<file path="src/design/engine_mon_pkg.sv">
// package: constants, codes, states and structs for the print engine fault monitor
package engine_mon_pkg;
  localparam int unsigned CLK_MHZ = 250;
  localparam logic [7:0] CODE_NONE = 8'h00;
  localparam logic [7:0] CODE_OPEN_HEAT = 8'h3c;
  localparam logic [7:0] CODE_LOW_HEAT = 8'h3e;
  localparam logic [7:0] CODE_OVER_HEAT = 8'h44;
  localparam logic [7:0] CODE_POLYGON = 8'h5f;
  localparam logic [7:0] CODE_BEAM = 8'h60;
  localparam logic [9:0] TEMP_OPEN_LIMIT = 10'h044;
  localparam logic [9:0] TEMP_STANDBY_LIMIT = 10'h064;
  localparam logic [9:0] TEMP_PRINT_LIMIT = 10'h01e;
  localparam logic [9:0] TEMP_OVER_LIMIT = 10'h0dc;
  localparam int unsigned FEED_JAM_MS = 1000;
  localparam int unsigned OPEN_HEAT_MS = 25000;
  localparam int unsigned STANDBY_LOW_MS = 20000;
  localparam int unsigned PRINT_LOW_MS = 5000;
  localparam int unsigned OVER_HEAT_MS = 3000;
  localparam int unsigned CYC_PER_MS = CLK_MHZ * 1000;
  localparam logic [7:0] PWM_PERIOD = 8'hff;
  localparam logic [25:0] BLINK_HALF = 26'h3b9aca0;
  localparam logic [9:0] TEMP_BAND = 10'h00a;

  typedef enum logic [1:0] {SCAN_IDLE = 2'b00, SCAN_START = 2'b01, SCAN_READY = 2'b11, SCAN_FAULT = 2'b10} scan_e;
  typedef enum logic [1:0] {FUSE_OFF = 2'b00, FUSE_WARM = 2'b01, FUSE_STANDBY = 2'b11, FUSE_PRINT = 2'b10} fuse_e;

  typedef struct packed {
    logic feed;
    logic exit_path;
    logic tray_empty;
    logic manual_tray_sensor;
  } paper_sense_s;

  typedef struct packed {
    logic [7:0] charge;
    logic [7:0] develop;
    logic [7:0] transfer;
  } hv_duty_s;

  typedef struct packed {
    logic red;
    logic all_blink;
    logic feed_jam_fault;
    logic exit_jam_fault;
    logic normal_exit;
  } indicator_s;
endpackage : engine_mon_pkg

</file>
<file path="src/design/print_engine_fault_monitor.sv">
// print engine supervision: scan unit start-up, paper path, high-voltage pwm, fuser faults
`timescale 1ns/1ps
module print_engine_fault_monitor
  import engine_mon_pkg::*;
#(
  parameter logic [31:0] FEED_JAM_CYC = 32'(FEED_JAM_MS * CYC_PER_MS),
  // the two long fuser windows need 33 bits at this clock rate
  parameter logic [32:0] OPEN_HEAT_CYC = 33'(64'(OPEN_HEAT_MS) * 64'(CYC_PER_MS)),
  parameter logic [32:0] STANDBY_LOW_CYC = 33'(64'(STANDBY_LOW_MS) * 64'(CYC_PER_MS)),
  parameter logic [31:0] PRINT_LOW_CYC = 32'(PRINT_LOW_MS * CYC_PER_MS),
  parameter logic [31:0] OVER_HEAT_CYC = 32'(OVER_HEAT_MS * CYC_PER_MS),
  parameter logic [25:0] BLINK_HALF_CYC = BLINK_HALF
) (
  // clock and reset
  input wire logic clk_in,
  input wire logic rstn_in,
  // system control
  input wire logic print_req_in,
  input wire logic sleep_in,
  input wire logic fault_clear_in,
  input wire logic [31:0] scan_timeout_in,
  input wire logic [31:0] image_delay_in,
  input wire logic [31:0] exit_on_max_in,
  input wire logic [31:0] exit_off_max_in,
  // scan unit
  input wire logic beam_detect_in,
  input wire logic polygon_steady_in,
  input wire logic line_data_valid_in,
  output logic laser_on_out,
  output logic polygon_enable_out,
  output logic scan_ready_out,
  output logic line_send_out,
  // paper path
  input wire engine_mon_pkg::paper_sense_s sense_in,
  input wire logic feed_start_in,
  input wire logic manual_tray_sel_in,
  output logic pick_enable_out,
  output logic image_start_out,
  output logic fan_on_out,
  // high voltage
  input wire engine_mon_pkg::hv_duty_s duty_in,
  input wire logic [9:0] transfer_fb_in,
  input wire logic [9:0] transfer_target_in,
  output logic charge_pwm_out,
  output logic develop_pwm_out,
  output logic transfer_pwm_out,
  // fuser
  input wire engine_mon_pkg::fuse_e fuse_mode_in,
  input wire logic page_done_in,
  input wire logic [9:0] fuser_temp_in,
  input wire logic [9:0] fuser_target_in,
  output logic heater_on_out,
  output logic fuse_range_err_out,
  // diagnostics
  output logic [7:0] diagnostic_code_out,
  output engine_mon_pkg::indicator_s ind_out
);
  import engine_mon_pkg::*;

  function automatic logic [31:0] bump(input logic [31:0] c);
    bump = (c == 32'hffffffff) ? c : c + 32'h1;
  endfunction : bump

  scan_e scan_q, scan_d;
  logic [31:0] scan_cnt_q, scan_cnt_d, feed_cnt_q, feed_cnt_d, img_cnt_q, img_cnt_d;
  logic [31:0] exit_cnt_q, exit_cnt_d, hot_cnt_q, hot_cnt_d;
  logic [32:0] low_cnt_q, low_cnt_d;
  logic feed_wait_q, feed_wait_d, img_wait_q, img_wait_d, exit_prev_q, exit_prev_d;
  logic line_q, line_d, beam_seen_q, beam_seen_d, beam_prev_q, beam_prev_d;
  logic [1:0] pages_q, pages_d;
  logic [7:0] pwm_cnt_q, pwm_cnt_d, xfer_q, xfer_d, code_q, code_d;
  logic [25:0] blink_cnt_q, blink_cnt_d;
  logic blink_q, blink_d, feed_jam_q, feed_jam_d, exit_jam_q, exit_jam_d, norm_q, norm_d;
  logic heat_q, heat_d, range_q, range_d, img_start_q, img_start_d, pick_q, pick_d, fan_q, fan_d;
  logic ch_q, ch_d, dv_q, dv_d, tr_q, tr_d;
  logic ready_q, ready_d, red_q, red_d, all_q, all_d;
  logic beam_rise, temp_low;
  logic [32:0] low_limit;

  always_comb begin
    beam_rise = beam_detect_in & ~beam_prev_q;
    scan_d = scan_q;
    scan_cnt_d = scan_cnt_q;
    beam_seen_d = beam_seen_q | beam_rise;
    beam_prev_d = beam_detect_in;
    code_d = code_q;
    line_d = 1'b0;
    unique case (scan_q)
      SCAN_IDLE: begin
        scan_cnt_d = '0;
        beam_seen_d = 1'b0;
        if (print_req_in) begin
          scan_d = SCAN_START;
        end
      end
      SCAN_START: begin
        scan_cnt_d = bump(scan_cnt_q);
        if ((beam_seen_q || beam_rise) && polygon_steady_in) begin
          scan_d = SCAN_READY;
        end else if (scan_cnt_q >= scan_timeout_in) begin
          scan_d = SCAN_FAULT;
          // polygon fault code, or beam code if the polygon is steady; an earlier latched code is kept
          if (code_q == CODE_NONE && !polygon_steady_in) begin
            code_d = CODE_POLYGON;
          end else if (code_q == CODE_NONE) begin
            code_d = CODE_BEAM;
          end
        end
      end
      SCAN_READY: begin
        line_d = beam_rise ? line_data_valid_in : (line_q & line_data_valid_in);
        if (!print_req_in) begin
          scan_d = SCAN_IDLE;
        end
      end
      SCAN_FAULT: begin
        if (fault_clear_in) begin
          scan_d = SCAN_IDLE;
        end
      end
    endcase
    // fuser faults, first one latched wins the code
    temp_low = 1'b0;
    low_limit = STANDBY_LOW_CYC;
    unique case (fuse_mode_in)
      FUSE_WARM: begin
        temp_low = fuser_temp_in < TEMP_OPEN_LIMIT;
        low_limit = OPEN_HEAT_CYC;
      end
      FUSE_STANDBY: begin
        temp_low = fuser_temp_in < TEMP_STANDBY_LIMIT;
      end
      FUSE_PRINT: begin
        temp_low = (pages_q >= 2'd2) && (fuser_temp_in < TEMP_PRINT_LIMIT);
        low_limit = {1'b0, PRINT_LOW_CYC};
      end
      FUSE_OFF: begin
        temp_low = 1'b0;
      end
    endcase
    low_cnt_d = temp_low ? ((&low_cnt_q) ? low_cnt_q : low_cnt_q + 33'h1) : '0;
    hot_cnt_d = (fuser_temp_in > TEMP_OVER_LIMIT) ? bump(hot_cnt_q) : '0;
    pages_d = (fuse_mode_in != FUSE_PRINT) ? 2'd0 : ((page_done_in && pages_q != 2'd3) ? pages_q + 2'd1 : pages_q);
    if (code_q == CODE_NONE) begin
      if (hot_cnt_q > OVER_HEAT_CYC) begin
        code_d = CODE_OVER_HEAT;
      end else if (low_cnt_q > low_limit && fuse_mode_in == FUSE_WARM) begin
        code_d = CODE_OPEN_HEAT;
      end else if (low_cnt_q > low_limit) begin
        code_d = CODE_LOW_HEAT;
      end
    end
    if (fault_clear_in && code_d == code_q) begin
      code_d = CODE_NONE;
    end
  end

  always_comb begin
    feed_wait_d = feed_wait_q;
    feed_cnt_d = feed_wait_q ? bump(feed_cnt_q) : '0;
    feed_jam_d = feed_jam_q & ~fault_clear_in;
    if (feed_start_in && pick_q) begin
      feed_wait_d = 1'b1;
      feed_cnt_d = '0;
    end else if (feed_wait_q && sense_in.feed) begin
      feed_wait_d = 1'b0;
    end else if (feed_wait_q && feed_cnt_q >= FEED_JAM_CYC) begin
      feed_wait_d = 1'b0;
      feed_jam_d = 1'b1;
    end
    img_start_d = 1'b0;
    img_wait_d = img_wait_q;
    img_cnt_d = img_wait_q ? bump(img_cnt_q) : '0;
    if (feed_wait_q && sense_in.feed) begin
      img_wait_d = 1'b1;
      img_cnt_d = '0;
    end else if (img_wait_q && img_cnt_q >= image_delay_in) begin
      img_wait_d = 1'b0;
      img_start_d = 1'b1;
    end
    exit_prev_d = sense_in.exit_path;
    exit_cnt_d = (sense_in.exit_path != exit_prev_q) ? '0 : bump(exit_cnt_q);
    exit_jam_d = exit_jam_q & ~fault_clear_in;
    norm_d = 1'b0;
    if (sense_in.exit_path && exit_cnt_q >= exit_on_max_in) begin
      exit_jam_d = 1'b1;
    end else if (!sense_in.exit_path && exit_prev_q) begin
      norm_d = ~exit_jam_q;
    end
    if (!sense_in.exit_path && img_wait_q && exit_cnt_q >= exit_off_max_in && exit_off_max_in != '0) begin
      exit_jam_d = 1'b1;
    end
    pick_d = manual_tray_sel_in ? sense_in.manual_tray_sensor : ~sense_in.tray_empty;
    fan_d = ~sleep_in;
    blink_cnt_d = (blink_cnt_q == BLINK_HALF_CYC) ? '0 : blink_cnt_q + 26'h1;
    blink_d = (blink_cnt_q == BLINK_HALF_CYC) ? ~blink_q : blink_q;
  end

  always_comb begin
    pwm_cnt_d = (pwm_cnt_q == PWM_PERIOD) ? 8'h00 : pwm_cnt_q + 8'h01;
    ch_d = pwm_cnt_q < duty_in.charge;
    dv_d = pwm_cnt_q < duty_in.develop;
    tr_d = pwm_cnt_q < xfer_q;
    // transfer feedback trim, once per pwm period
    xfer_d = xfer_q;
    if (!img_wait_q && !sense_in.exit_path) begin
      xfer_d = duty_in.transfer;
    end else if (pwm_cnt_q == PWM_PERIOD) begin
      if (transfer_fb_in < transfer_target_in && xfer_q != 8'hff) begin
        xfer_d = xfer_q + 8'h01;
      end else if (transfer_fb_in > transfer_target_in && xfer_q != 8'h00) begin
        xfer_d = xfer_q - 8'h01;
      end
    end
    heat_d = (fuse_mode_in != FUSE_OFF) && (code_q == CODE_NONE) && (fuser_temp_in < fuser_target_in);
    range_d = range_q & ~fault_clear_in;
    if (fuse_mode_in == FUSE_PRINT && ({1'b0, fuser_temp_in} + {1'b0, TEMP_BAND} < {1'b0, fuser_target_in} ||
        {1'b0, fuser_temp_in} > {1'b0, fuser_target_in} + {1'b0, TEMP_BAND})) begin
      range_d = 1'b1;
    end
    // indicators registered from next values so they leave flops without an extra cycle
    ready_d = scan_d == SCAN_READY;
    // red lit on a jam, flashing while the tray is empty
    red_d = feed_jam_d | exit_jam_d | (sense_in.tray_empty & blink_d);
    // all indicators blink on any latched code
    all_d = (code_d != CODE_NONE) & blink_d;
  end

  always_ff @(posedge clk_in or negedge rstn_in) begin
    if (!rstn_in) begin
      scan_q <= SCAN_IDLE;
      {scan_cnt_q, feed_cnt_q, img_cnt_q, exit_cnt_q, low_cnt_q, hot_cnt_q} <= '0;
      {feed_wait_q, img_wait_q, exit_prev_q, line_q, beam_seen_q, beam_prev_q} <= '0;
      {pages_q, pwm_cnt_q, xfer_q, code_q, blink_cnt_q, blink_q} <= '0;
      {feed_jam_q, exit_jam_q, norm_q, heat_q, range_q, img_start_q, pick_q, fan_q} <= '0;
      {ch_q, dv_q, tr_q} <= '0;
      {ready_q, red_q, all_q} <= '0;
    end else begin
      scan_q <= scan_d;
      {scan_cnt_q, feed_cnt_q, img_cnt_q, exit_cnt_q, low_cnt_q, hot_cnt_q} <=
        {scan_cnt_d, feed_cnt_d, img_cnt_d, exit_cnt_d, low_cnt_d, hot_cnt_d};
      {feed_wait_q, img_wait_q, exit_prev_q, line_q, beam_seen_q, beam_prev_q} <=
        {feed_wait_d, img_wait_d, exit_prev_d, line_d, beam_seen_d, beam_prev_d};
      {pages_q, pwm_cnt_q, xfer_q, code_q, blink_cnt_q, blink_q} <=
        {pages_d, pwm_cnt_d, xfer_d, code_d, blink_cnt_d, blink_d};
      {feed_jam_q, exit_jam_q, norm_q, heat_q, range_q, img_start_q, pick_q, fan_q} <=
        {feed_jam_d, exit_jam_d, norm_d, heat_d, range_d, img_start_d, pick_d, fan_d};
      {ch_q, dv_q, tr_q} <= {ch_d, dv_d, tr_d};
      {ready_q, red_q, all_q} <= {ready_d, red_d, all_d};
    end
  end

  // gray coding puts start and ready, and only those, on bit 0
  assign laser_on_out = scan_q[0];
  assign polygon_enable_out = scan_q[0];
  assign scan_ready_out = ready_q;
  assign line_send_out = line_q;
  assign pick_enable_out = pick_q;
  assign image_start_out = img_start_q;
  assign fan_on_out = fan_q;
  assign charge_pwm_out = ch_q;
  assign develop_pwm_out = dv_q;
  assign transfer_pwm_out = tr_q;
  assign heater_on_out = heat_q;
  assign fuse_range_err_out = range_q;
  assign diagnostic_code_out = code_q;
  assign ind_out.red = red_q;
  assign ind_out.all_blink = all_q;
  assign ind_out.feed_jam_fault = feed_jam_q;
  assign ind_out.exit_jam_fault = exit_jam_q;
  assign ind_out.normal_exit = norm_q;
endmodule : print_engine_fault_monitor

</file>
<file path="config.mk">
export PLATFORM = sky130hd
export DESIGN_NAME = print_engine_fault_monitor
export DESIGN_NICKNAME = d
export VERILOG_FILES = /design/src/design/engine_mon_pkg.sv /design/src/design/print_engine_fault_monitor.sv
export SDC_FILE = /design/constraint.sdc
export NUM_CORES = 1
export LEC_CHECK = 0
export BUFFER_PORTS_ARGS = -buffer_cell sky130_fd_sc_hd__buf_2
export CORE_UTILIZATION = 55
export CTS_BUF_LIST = sky130_fd_sc_hd__clkbuf_4
export CTS_CLUSTER_SIZE = 40
export DETAILED_ROUTE_END_ITERATION = 10
export PLACE_DENSITY = 0.77
export SYNTH_ARGS = -nofsm -noshare
export SYNTH_HDL_FRONTEND = slang
export SYNTH_SLANG_ARGS = --single-unit
</file>
<file path="constraint.sdc">
create_clock -name clk_in -period 3.3 [get_ports clk_in]
set_clock_uncertainty 0.05 [all_clocks]
set_input_delay 0.33 -clock clk_in [delete_from_list [all_inputs] [get_ports clk_in]]
set_output_delay 0.33 -clock clk_in [all_outputs]
set_load 0.01 [all_outputs]
</file>
# == Word-level counts from Yosys, hierarchy flattened ==
# Index checks and enable logic that the tools add are counted.
# Widths: inputs -> output; s select.
# op_classes
mux,60
magnitude_cmp,20
bitwise_logic,16
reduce_logical,42
addsub,13
n_eq_ne,25
# ops
cell,count
$mux 32,11
$add 32x1->32 const B,5
$eq 32x32->1 const B,5
$ge 32x32->1,4
$mux 8,15
$mux 33,2
$pmux 33 s2,1
$pmux 32 s2,1
$add 33x1->33 const B,1
$gt 33x33->1,1
$reduce_and 33->1,1
$ge 32x28->1 const B,1
$gt 32x30->1 const B,1
$reduce_bool 32->1,1
$add 26x1->26 const B,1
$eq 26x26->1 const B,1
$mux 26,1
$lt 8x8->1,3
$add 10x4->11 const B,2
$logic_and 1x1->1,21
$lt 10x10->1,2
$lt 10x7->1 const B,2
$mux 1,20
$add 8x1->8 const B,2
other kinds (31),71
# word_totals
elab_cells,209
out_inout_bits,25
register_bits,268
in_bits,209

# == Logic depth before layout (Yosys ltp) ==
# logic_depth
ltp_word,15
mapped_depth,15
mapped_depth_nobuf,14

# == Worst setup path before layout ==
# No wires, ideal clock.
# synth_timing
path_kind,in2reg
startpoint,input transfer_target_in[7]
endpoint,register xfer_q[7]
path_slack_ps,-221
arrival_ps,3347
setup_time_ps,124
path_buffers,0
path_stages,14
t_required_ps,3126
cell_sequence,inv_1 > ha_1 > a21o_1 > a21o_1 > a21o_1 > or4_1 > ha_1 > a21o_1 > a21oi_1 > o21ai_0 > o41ai_1 > xnor2_1 > a21oi_1 > o31a_1
# synth_between
elab_chain_cells,5
elab_cells_between_ends,9
cone_classes,order compare (2); mux (3); reduce/logical (4)
# synth_lines
item,line_no,rtl
start: declaration,print_engine_fault_monitor.sv:43,"input wire logic [9:0] transfer_target_in,"
$lt 10x10->1,print_engine_fault_monitor.sv:209,if (transfer_fb_in < transfer_target_in && xfer_q != 8'hff) begin
$logic_and 1x1->1,print_engine_fault_monitor.sv:209,
$mux 8,print_engine_fault_monitor.sv:209,
$mux 8,print_engine_fault_monitor.sv:208,end else if (pwm_cnt_q == PWM_PERIOD) begin
$mux 8,print_engine_fault_monitor.sv:206,if (!img_wait_q && !sense_in.exit_path) begin
end signal: assignment,print_engine_fault_monitor.sv:244,"{pages_q, pwm_cnt_q, xfer_q, code_q, blink_cnt_q, blink_q} <="
end: declaration,print_engine_fault_monitor.sv:71,"logic [7:0] pwm_cnt_q, pwm_cnt_d, xfer_q, xfer_d, code_q, code_d;"
# Parallel ways exist; a longest one is shown, timed or not. The select of a mux whose other input is x is not followed.
# A chain may end at the register's enable or synchronous reset.

# == Worst setup path after layout ==
# layout_timing
startpoint,register scan_cnt_q[15]
endpoint,register code_q[0] (netlist: diagnostic_code_out[0])
# layout_between
elab_chain_cells,11
# layout_lines
item,line_no,rtl
start: declaration,print_engine_fault_monitor.sv:65,"logic [31:0] scan_cnt_q, scan_cnt_d, feed_cnt_q, feed_cnt_d, img_cnt_q, img_cnt_d;"
start signal: assignment,print_engine_fault_monitor.sv:240,"{scan_cnt_q, feed_cnt_q, img_cnt_q, exit_cnt_q, low_cnt_q, hot_cnt_q} <="
$ge 32x32->1 *,print_engine_fault_monitor.sv:100,end else if (scan_cnt_q >= scan_timeout_in) begin
$mux 8 *,print_engine_fault_monitor.sv:100,
$mux 8 *,print_engine_fault_monitor.sv:98,if ((beam_seen_q || beam_rise) && polygon_steady_in) begin
$mux 8 *,print_engine_fault_monitor.sv:88,unique case (scan_q)
$mux 8,print_engine_fault_monitor.sv:149,end else if (low_cnt_q > low_limit) begin
$mux 8,print_engine_fault_monitor.sv:147,end else if (low_cnt_q > low_limit && fuse_mode_in == FUSE_WARM) begin
$mux 8,print_engine_fault_monitor.sv:145,if (hot_cnt_q > OVER_HEAT_CYC) begin
$mux 8 *,print_engine_fault_monitor.sv:144,if (code_q == CODE_NONE) begin
$eq 8x8->1,print_engine_fault_monitor.sv:153,if (fault_clear_in && code_d == code_q) begin
$logic_and 1x1->1,print_engine_fault_monitor.sv:153,
$mux 8 *,print_engine_fault_monitor.sv:153,
via code_d[0],print_engine_fault_monitor.sv:71,
end signal: assignment,print_engine_fault_monitor.sv:244,
end: declaration,print_engine_fault_monitor.sv:71,
# The timed path passes the listed nets; every way through them passes the cells marked *.

==> reports/results.ini <==
[clock_tree]
clkSinkCount=268
clkTransAtPathRegs_ps=60
cts_tree=done
htree_levels=3
numCtsBuffers=73
root_buffer=clkbuf_4
clk_latency_ps=740
clockBufferDepth=3

[synth]
synth.area.top_cells=dfrtp_1 35%, ha_1 15%, xor2_1 5.3%
synth.distinct_cells=72
async_reset_ff_share_pct=100
syn_area_per_cell_um2=8.85
ys_seq_area_share_pct=35.3
synthFlopType=dfrtp_1
synth.yosys.warnings=0
postSynthCellCount=2146
yosys.area.top_type=dfrtp_1
synth_seq_cells=268
synth-edff-count=0
syn_area_mm2=0.0190
synth_nets=2587
synth_top_cell_area_share_pct=35.3

[timing]
rsz0062_at_grt=false
fmax_mhz=333
post-route-period-util_pct=91.1
finalSetupViolations=0
layout_setup_ws_ps=295
tightest_slew_ps=1170
slew_headroom_pct=22.0
layout_min_cycle_time_ps=3000
hold_violations=0
slew_viol_final=0

[route]
vias_per_cell=5.62
drt_iter0_drc=885
num_vias=16712
drcViolationCount=0
wirelength_um=44800
dr.pass1.iters=5
ant_nets=0
route.detailed.wl_per_inst_um=15.1

[placement]
port_buffers=233
place.gp.congestion=0.917
post-place-ws_ps=-237
dp_cells=2817
dpl.hpwl_um=33600

[global_routing]
antenna_found_initial=3
grt_max_degree=114
track_usage_pct=25.8
gr-total-overflow=0
grt_pass1_vias=16736
grt_first_pass_wirelength_um=76700

[setup_path]
cp-start-kind=flop
arrival_ps=3620
crit_chain=ha_1, and4_1, nand4_1, or3_1, a311o_1, a211o_1, a31oi_2, o211a_1
crit_type=flop to flop
end_kind=flop
crit_required_ps=3920
cp_slowest_stage_delay_ps=440
r2r_slack_ps=300
slowest_stage=dfrtp_1
cp_num_buf_inv=0
crit_family=compound AO/OA/AOI/OAI gates
cp_max_fo=8

[die]
die-width_um=188
die_h_um=188
fp.coreArea_mm2=0.0338
ios=234
dieArea_mm2=0.0353
initial_core_util_pct=56.2
rows=67

[layout]
multi_input_comb_area_mm2=0.0113
mostFrequentLayoutCell=dfrtp_1
nNetsFinal=2913
final_cell_mix=268 x dfrtp_1, 232 x buf_2, 231 x ha_1, 221 x nor2_1, 216 x inv_1
regArea_mm2=0.00671
layout-drive-gt1-share_pct=15.9
areaGrowthSynthToFinish_pct=16.1
fill_cells=2749
instances_no_fill=2973

[pwr]
power.density_mw_per_mm2=350
power_leakage_nw=11.3
total_power_mw=7.72
irDropWorstVdd_mv=0.232

[hold_path]
hp-class=primary input to flop

[run_status]
status=finished, final reports clean

[job]
drv_cap=0

logic make-up after synthesis:
group,after synthesis,share of synthesized area [%]
AOI/OAI and AO/OA,313,10.8
xor gates and xnor gates,208,9.59
adders and majority gates,232,15.3
buffers and inverters,260,5.31
DFF,268,35.3
muxes,10,0.527
and+or+nand+nor,855,23.2
flip-flops by register name (all words and copies together) (netlist names), 2 cells and up:
| signal | cells |
|---|---|
| blink_cnt_q | 26 |
| pwm_cnt_q | 8 |
| low_cnt_q | 33 |
| feed_cnt_q | 32 |
| exit_cnt_q | 32 |
| pages_q | 2 |
| hot_cnt_q | 32 |
| xfer_q | 8 |
| diagnostic_code_out | 8 |
| scan_cnt_q | 32 |
| scan_q | 2 |
| img_cnt_q | 32 |
per-stage QoR:
| stage | util [%] | hold slack [ps] | area (um2) | TNS [ps] |
|---|---|---|---|---|
| after floorplan | - | -15.6 | 19000 | 0 |
| after global placement | 61.7 | 405 | 20900 | -135 |
| after detailed placement | 61.7 | 403 | 20900 | -279 |
| after CTS | 65.3 | 5.93 | 22000 | 0 |
| after global routing | 65.3 | 45.2 | 22100 | 0 |
| final | 65.3 | 62.6 | 22100 | 0 |
worst register-to-register path: stages, from the launching register on:
cell	delay [ps]
dfrtp_1	440
ha_1	340
and4_1	260
nand4_1	110
or3_1	380
a311o_1	420
a211o_1	430
a31oi_2	330
o211a_1	200
timing repair:
action	CTS	global route
endpoints found under the hold margin	141	0
setup endpoints to repair	0	2
setup buffers	0	0
hold buffers	28	0
resized for setup	0	1
per-layer routing:
metal | track usage (%) | wire (um)
met1 | 33.7 | 20500
met2 | 43.0 | 21200
met3 | 4.25 | 2030
met4 | 9.51 | 1070
met5 | 0 | 13
synthesized netlist by cell type (26+ instances only):
library cell / n
nand3_1: 99
nor4_1: 29
or3_1: 26
and3_1: 54
ha_1: 231
nand4_1: 88
a21o_1: 41
xor2_1: 115
nor3_1: 45
and2_1: 40
nand2_1: 156
clkbuf_1: 34
dfrtp_1: 268
nor2_1: 222
xnor2_1: 93
o21ai_0: 73
inv_1: 216
a21oi_1: 81
area by class of cell:
type	count	share of cell area (%)
Antenna cell	2	0.0227
Clock buffer	100	3.40
Clock inverter	26	0.720
Inverter	216	3.68
Multi-Input combinational cell	1618	51.4
Sequential cell	268	30.4
Tap cell	448	2.54
Timing Repair Buffer	295	7.87
report_power, final:
group          internal (mW)  leakage (nW)  total, mW  switching [mW]
Sequential              3.39          3.65       3.53           0.140
Combinational          0.532          7.16       1.24           0.707
Clock                   1.50         0.535       2.95            1.45
final timing paths:
kind | endpoint | cells after the start | from
setup / recovery | diagnostic_code_out[0] | 8 | scan_cnt_q[15]
hold / removal | charge_pwm_out | 5 | duty_in[22]
setup reg to reg | diagnostic_code_out[0] | 8 | scan_cnt_q[15]
hold reg to reg | blink_cnt_q[4] | 1 | blink_cnt_q[4]
max in group asynchronous | transfer_pwm_out | 3 | rstn_in
min in group asynchronous | low_cnt_q[32] | 2 | rstn_in
Power figures use the tool's default switching activity.
